`src/include/aner_pkg.sv`:
```
// Package for the auto-negotiation expansion and next-page register bank
package aner_pkg;

  // ********************************************************************
  // Register map
  // ********************************************************************
  localparam logic [4:0] ADDR_EXPANSION = 5'h06;
  localparam logic [4:0] ADDR_NP_TX = 5'h07;
  localparam logic [15:0] RESET_EXPANSION = 16'h0004;
  localparam logic [15:0] RESET_NP_TX = 16'h2001;

  // ********************************************************************
  // Field positions
  // ********************************************************************
  localparam int EXP_PAR_FAULT = 4;
  localparam int EXP_PARTNER_NP = 3;
  localparam int EXP_LOCAL_NP = 2;
  localparam int EXP_PAGE_RX = 1;
  localparam int EXP_PARTNER_AN = 0;
  localparam int EXP_RSV_LSB = 5;
  localparam int NP_MORE = 15;
  localparam int NP_RSV = 14;
  localparam int NP_FORMATTED = 13;
  localparam int NP_COMPLIANCE_ACKNOWLEDGE = 12;
  localparam int NP_TOGGLE = 11;
  localparam int NP_CODE_MSB = 10;
  localparam int BASE_TOGGLE_SRC = 11;

  // Management access request
  typedef struct packed {
    logic rd;
    logic wr;
    logic [4:0] addr;
    logic [15:0] wdata;
  } aner_req_type;

  // Events from the negotiation logic
  typedef struct packed {
    logic par_fault;
    logic partner_np;
    logic page_rx;
    logic partner_an;
    logic page_sent;
    logic np_start;
  } aner_evt_type;

endpackage

```
`src/hw/aner_latch.sv`:
```
// Latching-high status bit with read clear
`timescale 1ns/10ps

module aner_latch (
  input wire logic mclk,
  input wire logic resetn,
  input wire logic ce,
  input wire logic event_in,
  input wire logic read_clr,
  output logic bit_q
);

  // Set wins over the read clear so no event is lost
  always_ff @(posedge mclk or negedge resetn) begin
    if (!resetn) begin
      bit_q <= 1'b0;
    end else if (ce) begin
      if (event_in) begin
        bit_q <= 1'b1;
      end else if (read_clr) begin
        bit_q <= 1'b0;
      end
    end
  end

endmodule

```
`src/hw/aner_regs.sv`:
```
// Expansion status and next-page transmit management registers
`timescale 1ns/10ps

module aner_regs (
  input wire logic mclk,
  input wire logic resetn,
  input wire logic ce,
  input wire aner_pkg::aner_req_type req,
  input wire logic override_en,
  input wire logic [15:0] base_word,
  input wire aner_pkg::aner_evt_type evt,
  output logic [15:0] rdata_q,
  output logic [15:0] np_word,
  output logic last_page
);

  // ********************************************************************
  // Decode
  // ********************************************************************
  logic rd_exp;
  logic wr_exp;
  logic wr_np;
  logic par_fault_q;
  logic page_rx_q;
  logic partner_np_q;
  logic partner_an_q;
  logic [15:aner_pkg::EXP_RSV_LSB] exp_rsv_q;
  logic [15:0] np_q;
  logic toggle_q;
  logic [15:0] exp_view;
  logic rd_take;
  logic wr_exp_take;

  // ********************************************************************
  // Elaboration checks
  // ********************************************************************
  // The bit map lives in the package; refuse a map in which the reserved field,
  // the code field or the next-page flags share a bit, since the read view would then silently hide one
  if (aner_pkg::EXP_RSV_LSB <= aner_pkg::EXP_PAR_FAULT) begin : g_chk_rsv
    $error("expansion reserved field overlaps the status bits");
  end
  if (aner_pkg::NP_CODE_MSB >= aner_pkg::NP_TOGGLE) begin : g_chk_code
    $error("code field overlaps the toggle bit");
  end
  if (aner_pkg::NP_MORE >= $bits(np_q)) begin : g_chk_more
    $error("more-pages flag lies outside the register");
  end
  // Flag order from the top of the word down to the toggle
  if (!(aner_pkg::NP_MORE > aner_pkg::NP_RSV &&
        aner_pkg::NP_RSV > aner_pkg::NP_FORMATTED &&
        aner_pkg::NP_FORMATTED > aner_pkg::NP_COMPLIANCE_ACKNOWLEDGE &&
        aner_pkg::NP_COMPLIANCE_ACKNOWLEDGE > aner_pkg::NP_TOGGLE)) begin : g_chk_order
    $error("next-page flag positions out of order");
  end
  if (aner_pkg::ADDR_EXPANSION == aner_pkg::ADDR_NP_TX) begin : g_chk_addr
    $error("both registers decode at one address");
  end
  if (aner_pkg::BASE_TOGGLE_SRC >= $bits(base_word)) begin : g_chk_base
    $error("toggle seed bit lies outside the base word");
  end
  // The local next-page bit is a constant one, so its reset must agree
  if (!aner_pkg::RESET_EXPANSION[aner_pkg::EXP_LOCAL_NP]) begin : g_chk_lnp
    $error("expansion reset must show the local next-page bit");
  end
  // Toggle and the reserved bit are not stored, so their reset is zero
  if (aner_pkg::RESET_NP_TX[aner_pkg::NP_TOGGLE] ||
      aner_pkg::RESET_NP_TX[aner_pkg::NP_RSV]) begin : g_chk_nprst
    $error("next-page reset sets a bit that is not stored");
  end

  // ********************************************************************
  // Qualified strobes
  // ********************************************************************
  // Only an enabled edge takes a request; with ce low nothing moves,
  // not even the side effect of a read
  assign rd_take = ce && req.rd;
  // Reserved writes pass only while the override is set
  assign wr_exp_take = ce && wr_exp && override_en;

  // Same-clock requests, one cycle each
  assign rd_exp = req.rd && (req.addr == aner_pkg::ADDR_EXPANSION);
  assign wr_exp = req.wr && (req.addr == aner_pkg::ADDR_EXPANSION);
  assign wr_np = req.wr && (req.addr == aner_pkg::ADDR_NP_TX);

  // ********************************************************************
  // Latching status bits
  // ********************************************************************
  aner_latch u_par_fault (
    .mclk(mclk),
    .resetn(resetn),
    .ce(ce),
    .event_in(evt.par_fault),
    .read_clr(rd_exp),
    .bit_q(par_fault_q)
  );

  aner_latch u_page_rx (
    .mclk(mclk),
    .resetn(resetn),
    .ce(ce),
    .event_in(evt.page_rx),
    .read_clr(rd_exp),
    .bit_q(page_rx_q)
  );

  // Partner capability levels
  always_ff @(posedge mclk or negedge resetn) begin
    if (!resetn) begin
      partner_np_q <= 1'b0;
      partner_an_q <= 1'b0;
    end else if (ce) begin
      partner_np_q <= evt.partner_np;
      partner_an_q <= evt.partner_an;
    end
  end

  // ********************************************************************
  // Override-gated reserved bits
  // ********************************************************************
  // One flop per reserved bit; each keeps what the last permitted write
  // left. None reaches the read view, so reads of them stay zero, and
  // software cannot see whether an override write landed
  for (genvar i = aner_pkg::EXP_RSV_LSB; i < $bits(exp_view);
       i++) begin : g_rsv
    always_ff @(posedge mclk or negedge resetn) begin
      if (!resetn) begin
        exp_rsv_q[i] <= 1'b0;
      end else if (wr_exp_take) begin
        exp_rsv_q[i] <= req.wdata[i];
      end
    end
  end

  // ********************************************************************
  // Next-page transmit register
  // ********************************************************************
  // Reserved bit 14 and toggle are not writable
  always_ff @(posedge mclk or negedge resetn) begin
    if (!resetn) begin
      np_q <= aner_pkg::RESET_NP_TX;
    end else if (ce && wr_np) begin
      np_q[aner_pkg::NP_MORE] <= req.wdata[aner_pkg::NP_MORE];
      np_q[aner_pkg::NP_FORMATTED] <= req.wdata[aner_pkg::NP_FORMATTED];
      np_q[aner_pkg::NP_COMPLIANCE_ACKNOWLEDGE] <= req.wdata[aner_pkg::NP_COMPLIANCE_ACKNOWLEDGE];
      np_q[aner_pkg::NP_CODE_MSB:0] <= req.wdata[aner_pkg::NP_CODE_MSB:0];
    end
  end

  // Toggle: seeded at page start, flips per sent page
  always_ff @(posedge mclk or negedge resetn) begin
    if (!resetn) begin
      toggle_q <= 1'b0;
    end else if (ce) begin
      if (evt.np_start) begin
        toggle_q <= ~base_word[aner_pkg::BASE_TOGGLE_SRC];
      end else if (evt.page_sent) begin
        toggle_q <= ~toggle_q;
      end
    end
  end

  // Transmitted code word
  always_comb begin
    np_word = np_q;
    np_word[aner_pkg::NP_RSV] = 1'b0;
    np_word[aner_pkg::NP_TOGGLE] = toggle_q;
  end
  assign last_page = ~np_q[aner_pkg::NP_MORE];

  // ********************************************************************
  // Read data
  // ********************************************************************
  // Expansion view, built apart from the flop so that an event in the
  // read cycle still shows: the latch keeps it too, so it is never lost
  always_comb begin
    exp_view = '0;
    exp_view[aner_pkg::EXP_PAR_FAULT] = par_fault_q | evt.par_fault;
    exp_view[aner_pkg::EXP_PARTNER_NP] = partner_np_q;
    exp_view[aner_pkg::EXP_LOCAL_NP] = 1'b1;
    exp_view[aner_pkg::EXP_PAGE_RX] = page_rx_q | evt.page_rx;
    exp_view[aner_pkg::EXP_PARTNER_AN] = partner_an_q;
  end

  // Registered read data; it stands until the next read is taken
  always_ff @(posedge mclk or negedge resetn) begin
    if (!resetn) begin
      rdata_q <= '0;
    end else if (rd_take) begin
      if (rd_exp) begin
        rdata_q <= exp_view;
      end else if (req.addr == aner_pkg::ADDR_NP_TX) begin
        rdata_q <= np_word;
      end else begin
        rdata_q <= '0; // Unmapped
      end
    end
  end

endmodule

```
`config.mk`:
```
export PLATFORM = sky130hd
export DESIGN_NAME = aner_regs
export DESIGN_NICKNAME = d
export VERILOG_FILES = /design/src/include/aner_pkg.sv /design/src/hw/aner_latch.sv /design/src/hw/aner_regs.sv
export SDC_FILE = /design/constraint.sdc
export NUM_CORES = 1
export LEC_CHECK = 0
export ABC_AREA = 1
export BUFFER_PORTS_ARGS = -buffer_cell sky130_fd_sc_hd__buf_2
export CAP_MARGIN = 20
export CORE_UTILIZATION = 45
export DETAILED_ROUTE_END_ITERATION = 16
export GPL_TIMING_DRIVEN = 0
export PLACE_DENSITY = 0.8
export SYNTH_ARGS = -nofsm -noshare
export SYNTH_HDL_FRONTEND = slang
export SYNTH_SLANG_ARGS = --single-unit
```
`constraint.sdc`:
```
create_clock -name mclk -period 1.1 [get_ports mclk]
set_clock_uncertainty 0.1 [all_clocks]
set_input_delay 0.11 -clock mclk [delete_from_list [all_inputs] [get_ports mclk]]
set_output_delay 0.11 -clock mclk [all_outputs]
set_load 0.03 [all_outputs]
```
# Yosys cells after proc, flatten, opt, wreduce, memory -nomap -nowiden
# Cells that the tools add are included.
# classes
n_eq_ne	2
n_bitwise	5
mux	7
reduce_logical	10
# ops
op	count
$mux 16	2
$eq 5x3->1 const B	2
$reduce_and 2->1	3
$reduce_bool 2->1	3
$mux 1	5
$logic_and 1x1->1	4
$not 1->1	3
$or 1x1->1	2
# word_totals
ff_bits	35
in_bits	49
word_cells	33
output_inout_bits	33

# Depth between registers and ports, before layout
# Gate-level depths: netlist (run 1).
# depth
depth_word	4
mapped_depth	7
ltp_nobuf	7

# Hierarchy
# A second synthesis (run 1) with hierarchy kept.
# unflattened
cells_unflattened	188
area_unflattened_um2	1529.0
# by_module_without_submodules
mod	cells_each	area_each_um2	seq_area_each_um2	instances
aner_regs	178	1448.9	803.3	1
aner_latch	5	40.0	25.0	2

# Worst setup path before layout (run 1)
# Ideal clock, no wire load.
# synth_path
kind	flip-flop to flip-flop
start	register np_q[0], in the netlist np_word[0]
end	register rdata_q[0]
t_arrival_ns	0.847
path_stages_with_launch	5
required_time_ns	0.935
slack_ns	0.088
period_less_slack_ns	1.012
setup_ns	0.065
n_path_buf	0
path_cell_list	dfstp_2 > nand3_1 > nand2_1 > nand2_1 > nand2_1
# synth_between
elab_chain_cells	2
# synth_rtl
element	line	rtl
from (decl)	aner_regs.sv:28	logic [15:0] np_q;
from (signal assigned)	aner_regs.sv:140	np_q <= aner_pkg::RESET_NP_TX;
from (signal, indexed assignment)	aner_regs.sv:142	np_q[aner_pkg::NP_MORE] <= req.wdata[aner_pkg::NP_MORE];
from (signal, indexed assignment)	aner_regs.sv:143	np_q[aner_pkg::NP_FORMATTED] <= req.wdata[aner_pkg::NP_FORMATTED];
$mux 16	aner_regs.sv:191	end else if (req.addr == aner_pkg::ADDR_NP_TX) begin
$mux 16	aner_regs.sv:189	if (rd_exp) begin
to (signal assigned)	aner_regs.sv:190	rdata_q <= exp_view;
to (signal assigned)	aner_regs.sv:192	rdata_q <= np_word;
to (decl)	aner_regs.sv:12	output logic [15:0] rdata_q,
# Every way passes these cells.
# A chain may end at the register's enable or synchronous reset.

# Final worst setup path (run 1)
# layout_path
start	register np_q[13], in the netlist np_word[13]
end	output port np_word[13]
# layout_lines
element	line	rtl
to (decl)	aner_regs.sv:13	output logic [15:0] np_word,
# No word-level cell between the ends.

==> results of run 1 <==
stage by stage:
stage	setup slack (ps)	TNS (ps)	cell area, um^2	instances
floorplan	87.7	0	1610	184
global placement	-66.0	-391	1970	290
detailed placement	-90.6	-541	1970	290
CTS	-134	-632	2630	344
global route	-173	-1780	2710	354
finish	-156	-942	2710	354
kinds of logic (layout without fill, tap and decap cells):
family	count (synthesis)	in the layout	synth area share [%]
flops	34	34	53.2
compound gates	27	27	11.7
simple gates	90	90	25.3
other cells	1	2	0.234
buf+inv	31	155	9.59
flip-flops by register name, indices dropped and copies added, names as in the netlist:
signal             count
toggle_q               1
u_page_rx.bit_q        1
np_word               14
partner_np_q           1
rdata_q               15
u_par_fault.bit_q      1
partner_an_q           1
synth_stat cells, drive strengths merged:
cell type	instances	area, um^2
a21oi	3	15.0
buf	10	75.1
conb	1	3.75
dfrtp	32	801
dfstp	2	52.6
inv	21	78.8
nand2	62	240
nand3	16	80.1
nand3b	1	20.0
nor2	9	52.6
o21ai	24	173
or2	2	12.5
routing by layer:
| metal | up-vias | GRT usage, % |
|---|---|---|
| li1 | 814 | - |
| met1 | 781 | 31.7 |
| met2 | 76 | 47.0 |
| met3 | 13 | 6.63 |
| met4 | 0 | 7.62 |
| met5 | - | 0 |
cell usage in the layout, fill, tap and decap left out:
cell,synthesis,layout
buf_2,3,32
buf_4,5,35
nand2_1,59,59
o21ai_1,0,1
nand3b_4,1,1
nor2_2,1,1
a21oi_1,3,3
dfstp_2,2,2
clkinv_2,0,1
clkbuf_1,0,1
nand3_1,16,16
buf_6,2,35
nor2_1,7,7
clkbuf_4,0,5
nand2_2,3,3
clkbuf_8,0,1
dfrtp_1,32,32
nor2_8,1,1
or2_4,0,2
o21ai_2,14,14
dlygate4sd3_1,0,24
inv_2,1,1
o21ai_0,10,9
conb_1,1,2
inv_1,20,20
what timing repair did:
| item | in CTS | in global routing |
|---|---|---|
| pin swaps | 0 | 3 |
| endpoints found under the hold margin | 51 | 4 |
| gates resized for setup | 63 | 4 |
| buffers inserted | 23 | 9 |
| hold buffers | 23 | 2 |
| endpoints found under the setup margin | 31 | 36 |
where the power goes:
| group | internal (mW) | total (mW) | switching (mW) |
|---|---|---|---|
| Combinational | 0.473 | 0.966 | 0.493 |
| Clock | 0.310 | 0.749 | 0.440 |
| Sequential | 1.35 | 1.42 | 0.0762 |
| Total | 2.13 | 3.14 | 1.01 |
how the worst max path moves through the flow:
stage | from | end | slack (ps) | cells after the start
after floorplan | np_word[0]$_DFFE_PN1P_ | rdata_q[0]$_DFFE_PN0P_ | 90 | 4
final | np_word[13]$_DFFE_PN1P_ | np_word[13] | -160 | 1
after global routing | np_word[0]$_DFFE_PN1P_ | np_word[0] | -170 | 1
after CTS | np_word[0]$_DFFE_PN1P_ | np_word[0] | -130 | 1
after global placement | req[19] | np_word[9]$_DFFE_PN0P_ | -70 | 8
after detailed placement | req[19] | np_word[9]$_DFFE_PN0P_ | -90 | 8
layout make-up:
type / count / area (um^2) / share of cell area (%)
plain buffers: 10 / 78.8 / 2.91
clock buffers: 7 / 55.1 / 2.03
clock inverters: 1 / 5.00 / 0.185
inverters: 21 / 78.8 / 2.91
multi-input cells: 119 / 606 / 22.3
flip-flops and latches: 34 / 853 / 31.5
well taps: 46 / 57.6 / 2.12
repair buffers: 116 / 978 / 36.1
==> metrics.cfg, run 1 <==
[floorplan]
dieArea_mm2 = 0.00381
start_util_pct = 47.7
num_rows = 21
fp.dieH_um = 61.7
core_area_mm2 = 0.00336
die_width_um = 61.7
io_pins = 82

[routing]
drtIter0Drc = 61
drt-met1-wl_mm = 1.82
route.detailed.drc = 0
wl_met2_mm = 2.58
ant_nets = 0
wl_per_cell_um = 13.7
vias_per_cell = 4.76
wl_met3_um = 319
highest-signal-layer = met4
firstDrtPassIters = 4
vias = 1684
wirelength_mm = 4.85

[power_and_ir_drop]
leakage_nw = 1.49
p_total_mw = 3.14
vdd_drop_max_v = 0.000819
power.density_mw_per_mm2 = 1160

[clock_tree]
htreeDepth = 2
root_buffer = clkbuf_4
clk-insertion-delay-late_ps = 340
cts_tree = built
cts_sinks = 34
clockBufferDepth = 2
cts_made_buffers = 5
clkTransAtPathRegs_ps = 110

[setup_path]
reg2reg_depth = 6
cp_data_arrival_time_ps = 1050
cp.required_ps = 890
crit_slowest_cell = dfstp_2
worst-path-buf-inv = 1
slowest_delay_ps = 560
worstReg2RegStart = np_word[0]$_DFFE_PN1P_
crit_path_cell_trace = buf_6
startpoint_type = flip-flop
path_class = reg2out
worst_setup_path_end_kind = output pin
path_max_fanout = 2
timing.rr.end = rdata_q[0]$_DFFE_PN0P_
crit_family = flip-flops
rrSetupSlack_ps = -40

[sta]
timing.fmax_ghz = 0.796
post-route-min-period_ps = 1260
rsz0062_at_grt = yes
hold_violations = 0
timing.final.ws_setup_ps = -156
holdWs_ps = 31.2
drv_slew = 0
max_slew_margin_pct = 51.4
finalSetupViolCount = 29
period_share_pct = 114
tightest_slew_ps = 729

[synth]
avgSynthCellArea_um2 = 8.77
yosysSeqAreaShare_pct = 53.2
yosys_warnings = 0
yosys_register_bits = 34
synthCells = 183
synth_cell_types = 19
syn_area_mm2 = 0.00160

[finish]
syn2layout_area_growth_pct = 69.1
layout-drive-gt1-share_pct = 43.5
fill_cells = 221
final_util_pct = 80.7
final_nets = 356
antennaDiodeCount = 0

[flow_run]
max-cap-violations = 0

[global_routing]
grtUsageTotal_pct = 26.4
grt_antenna_before_repair = 0
grt_pass1_wl_mm = 7.18
grt_max_degree = 35
grt.overflow.total = 0
grt_pass1_vias = 1581

[placed_design]
io_buffer_count = 60
gp_congestion = 0.739
dp_hpwl_mm = 2.45

[min_path]
min-delay-start = req[20]
holdPathStages = 4
hold_end = rdata_q[5]$_DFFE_PN0P_
hold_path.class = in2reg

[outcome]
status = finished, violations left
violations = negative setup slack

Note: power is estimated with default switching activity, not from simulation.
==> inputs of run 2 (changes only) <==
- CORE_ASPECT_RATIO: not set -> 1.5
- CTS_BUF_LIST: not set -> sky130_fd_sc_hd__clkbuf_4 sky130_fd_sc_hd__clkbuf_8 sky130_fd_sc_hd__clkbuf_16
==> run 2 against run 1 <==
The run still ends with negative setup slack left; combinational power shrank 15%; non-clock buffer count shrank 23; setup slack gained 86 ps; sequential power is essentially flat; critical path depth is the same; wire length shrank 9.1%; global-route usage shrank 3.1 points; fmax grew 7.3%; final area shrank 10%; first-iteration DRC count shrank 25%; via count shrank 7.4%; critical path type unchanged; largest cell class is now sequential cells.
==> metrics.cfg, run 2 (synthesis results as in run 1) <==
[finish]
antennaDiodeCount = 0  ; unchanged
syn2layout_area_growth_pct = 51.4
final_util_pct = 71.1  ; -9.6 points
final-seq-area_um2 = 853  ; unchanged
layout_common_cells = 58 x nand2_1, 46 x buf_2, 32 x dfrtp_1
regMostFlops = rdata_q
final_nets = 333  ; -6.5%
layout_commonest_cell = nand2_1
final_area_mm2 = 0.00243  ; -10%
multi_input_area_um2 = 608  ; +0.41%
layout-drive-gt1-share_pct = 40.8  ; -2.7 points
largest_reg_flops = 15  ; unchanged
fill_cells = 250  ; +13%

[routing]
wirelength_mm = 4.41  ; -9.1%
route.detailed.drc = 0  ; unchanged
wl_per_cell_um = 13.5  ; -1.3%
ant_nets = 0  ; unchanged
drtIter0Drc = 46  ; -25%
vias = 1559  ; -7.4%
firstDrtPassIters = 4  ; unchanged
vias_per_cell = 4.78  ; +0.53%

[sta]
timing.final.ws_setup_ps = -70.4  ; +85.7 ps
holdWs_ps = 17.2  ; -13.9 ps
rsz0062_at_grt = yes
timing.fmax_ghz = 0.854  ; +7.3%
period_share_pct = 106  ; -7.8 points
drv_slew = 0  ; unchanged
hold_violations = 0  ; unchanged
post-route-min-period_ps = 1170  ; -85.7 ps
finalSetupViolCount = 5  ; -83%

[setup_path]
cp.required_ps = 890  ; about the same
crit_slowest_cell = dfstp_2
worst_setup_path_end_kind = output pin
path_class = reg2out
crit_family = flip-flops
crit_path_cell_trace = buf_6
worst-path-buf-inv = 1  ; unchanged
cp_data_arrival_time_ps = 960  ; -90 ps
path_max_fanout = 2  ; unchanged
startpoint_type = flip-flop
slowest_delay_ps = 540  ; -20 ps

[floorplan]
io_pins = 82  ; unchanged
core_area_mm2 = 0.00342  ; +1.6%
num_rows = 26  ; +24%
fp.dieH_um = 75.1  ; +22%
die_width_um = 50.7  ; -18%
dieArea_mm2 = 0.00381  ; +0.12%
start_util_pct = 47.0  ; -0.73 points

[outcome]
status = finished, violations left
violations = negative setup slack

[clock_tree]
cts_tree = built
cts_sinks = 34  ; unchanged
clk-insertion-delay-late_ps = 280  ; -60 ps
clkTransAtPathRegs_ps = 60  ; -50 ps
root_buffer = clkbuf_8
cts_made_buffers = 5  ; unchanged
clockBufferDepth = 2  ; unchanged
htreeDepth = 2  ; unchanged

[global_routing]
grt_pass1_vias = 1468  ; -7.1%
grt_max_degree = 35  ; unchanged
grt_pass1_wl_mm = 6.42  ; -10%
grt_antenna_before_repair = 0  ; unchanged
grtUsageTotal_pct = 23.4  ; -3.1 points
grt.overflow.total = 0  ; unchanged

[power_and_ir_drop]
vdd_drop_max_v = 0.00104  ; +27%
leakage_nw = 1.36  ; -8.6%
power.density_mw_per_mm2 = 1300  ; +12%

[placed_design]
gp_congestion = 0.801  ; +8.4%
dp_hpwl_mm = 2.53  ; +3.1%
place_ws_ps = -102  ; -11.0 ps
place_area_mm2 = 0.00196  ; -0.25%
io_buffer_count = 60  ; unchanged

[flow_run]
max-cap-violations = 0  ; unchanged

[min_path]
hold_path.class = in2reg

==> run 2: cell types whose count changed in the layout (fill, tap and decap cells not counted), sizes merged <==
| cell | change |
|---|---|
| clkinv | -1 |
| clkbuf | +1 |
| buf | -21 |
| dlygate4sd3 | -3 |
==> run 2: repair_timing <==
action | in CTS | in global routing
buffers inserted | 3 | 10
pin swaps | 0 | 1
endpoints found under the hold margin | 50 | 0
gates resized for setup | 13 | 25
hold buffers | 21 | 0
endpoints found under the setup margin | 9 | 49
==> run 2: through the flow <==
step	std cells	total power [mW]	setup TNS [ps]
detailed placement	286	2.03	-955
floorplan	184	1.82	0
CTS	316	3.03	-139
global route	326	3.30	-389
finish	326	3.16	-192
global placement	286	2.02	-631
==> run 2: where the power goes <==
part	switching, mW	internal [mW]
Combinational	0.445	0.376
Sequential	0.0870	1.35
Clock	0.418	0.484
==> run 2: path summary, 6_finish.rpt <==
kind | start | end | slack (ps) | depth (start not counted)
setup / recovery | np_word[0]$_DFFE_PN1P_ | np_word[0] | -70 | 1
hold / removal | ce | partner_an_q$_DFFE_PN0P_ | 20 | 3
setup reg to reg | u_par_fault.bit_q$_DFFE_PN0P_ | rdata_q[4]$_DFFE_PN0P_ | 50 | 5
hold reg to reg | u_par_fault.bit_q$_DFFE_PN0P_ | u_par_fault.bit_q$_DFFE_PN0P_ | 380 | 2
max in group asynchronous | resetn | np_word[0]$_DFFE_PN1P_ | 320 | 2
min in group asynchronous | resetn | rdata_q[15]$_DFFE_PN0P_ | 230 | 2
==> run 2: final cells by class <==
type | count | area share [%]
flip-flops and latches | 34 | 35.1
clock buffers | 7 | 3.45
multi-input cells | 119 | 25.0
well taps | 42 | 2.16
plain buffers | 9 | 2.78
repair buffers | 94 | 28.2
inverters | 21 | 3.25
==> run 2: routing by layer <==
metal / track usage, % / wire (um) / vias to the layer above
li1: - / - / 761
met1: 23.6 / 1690 / 729
met2: 42.7 / 2420 / 56
met3: 6.06 / 179 / 13
met4: 14.2 / 125 / 0
met5: 0 / 0 / -
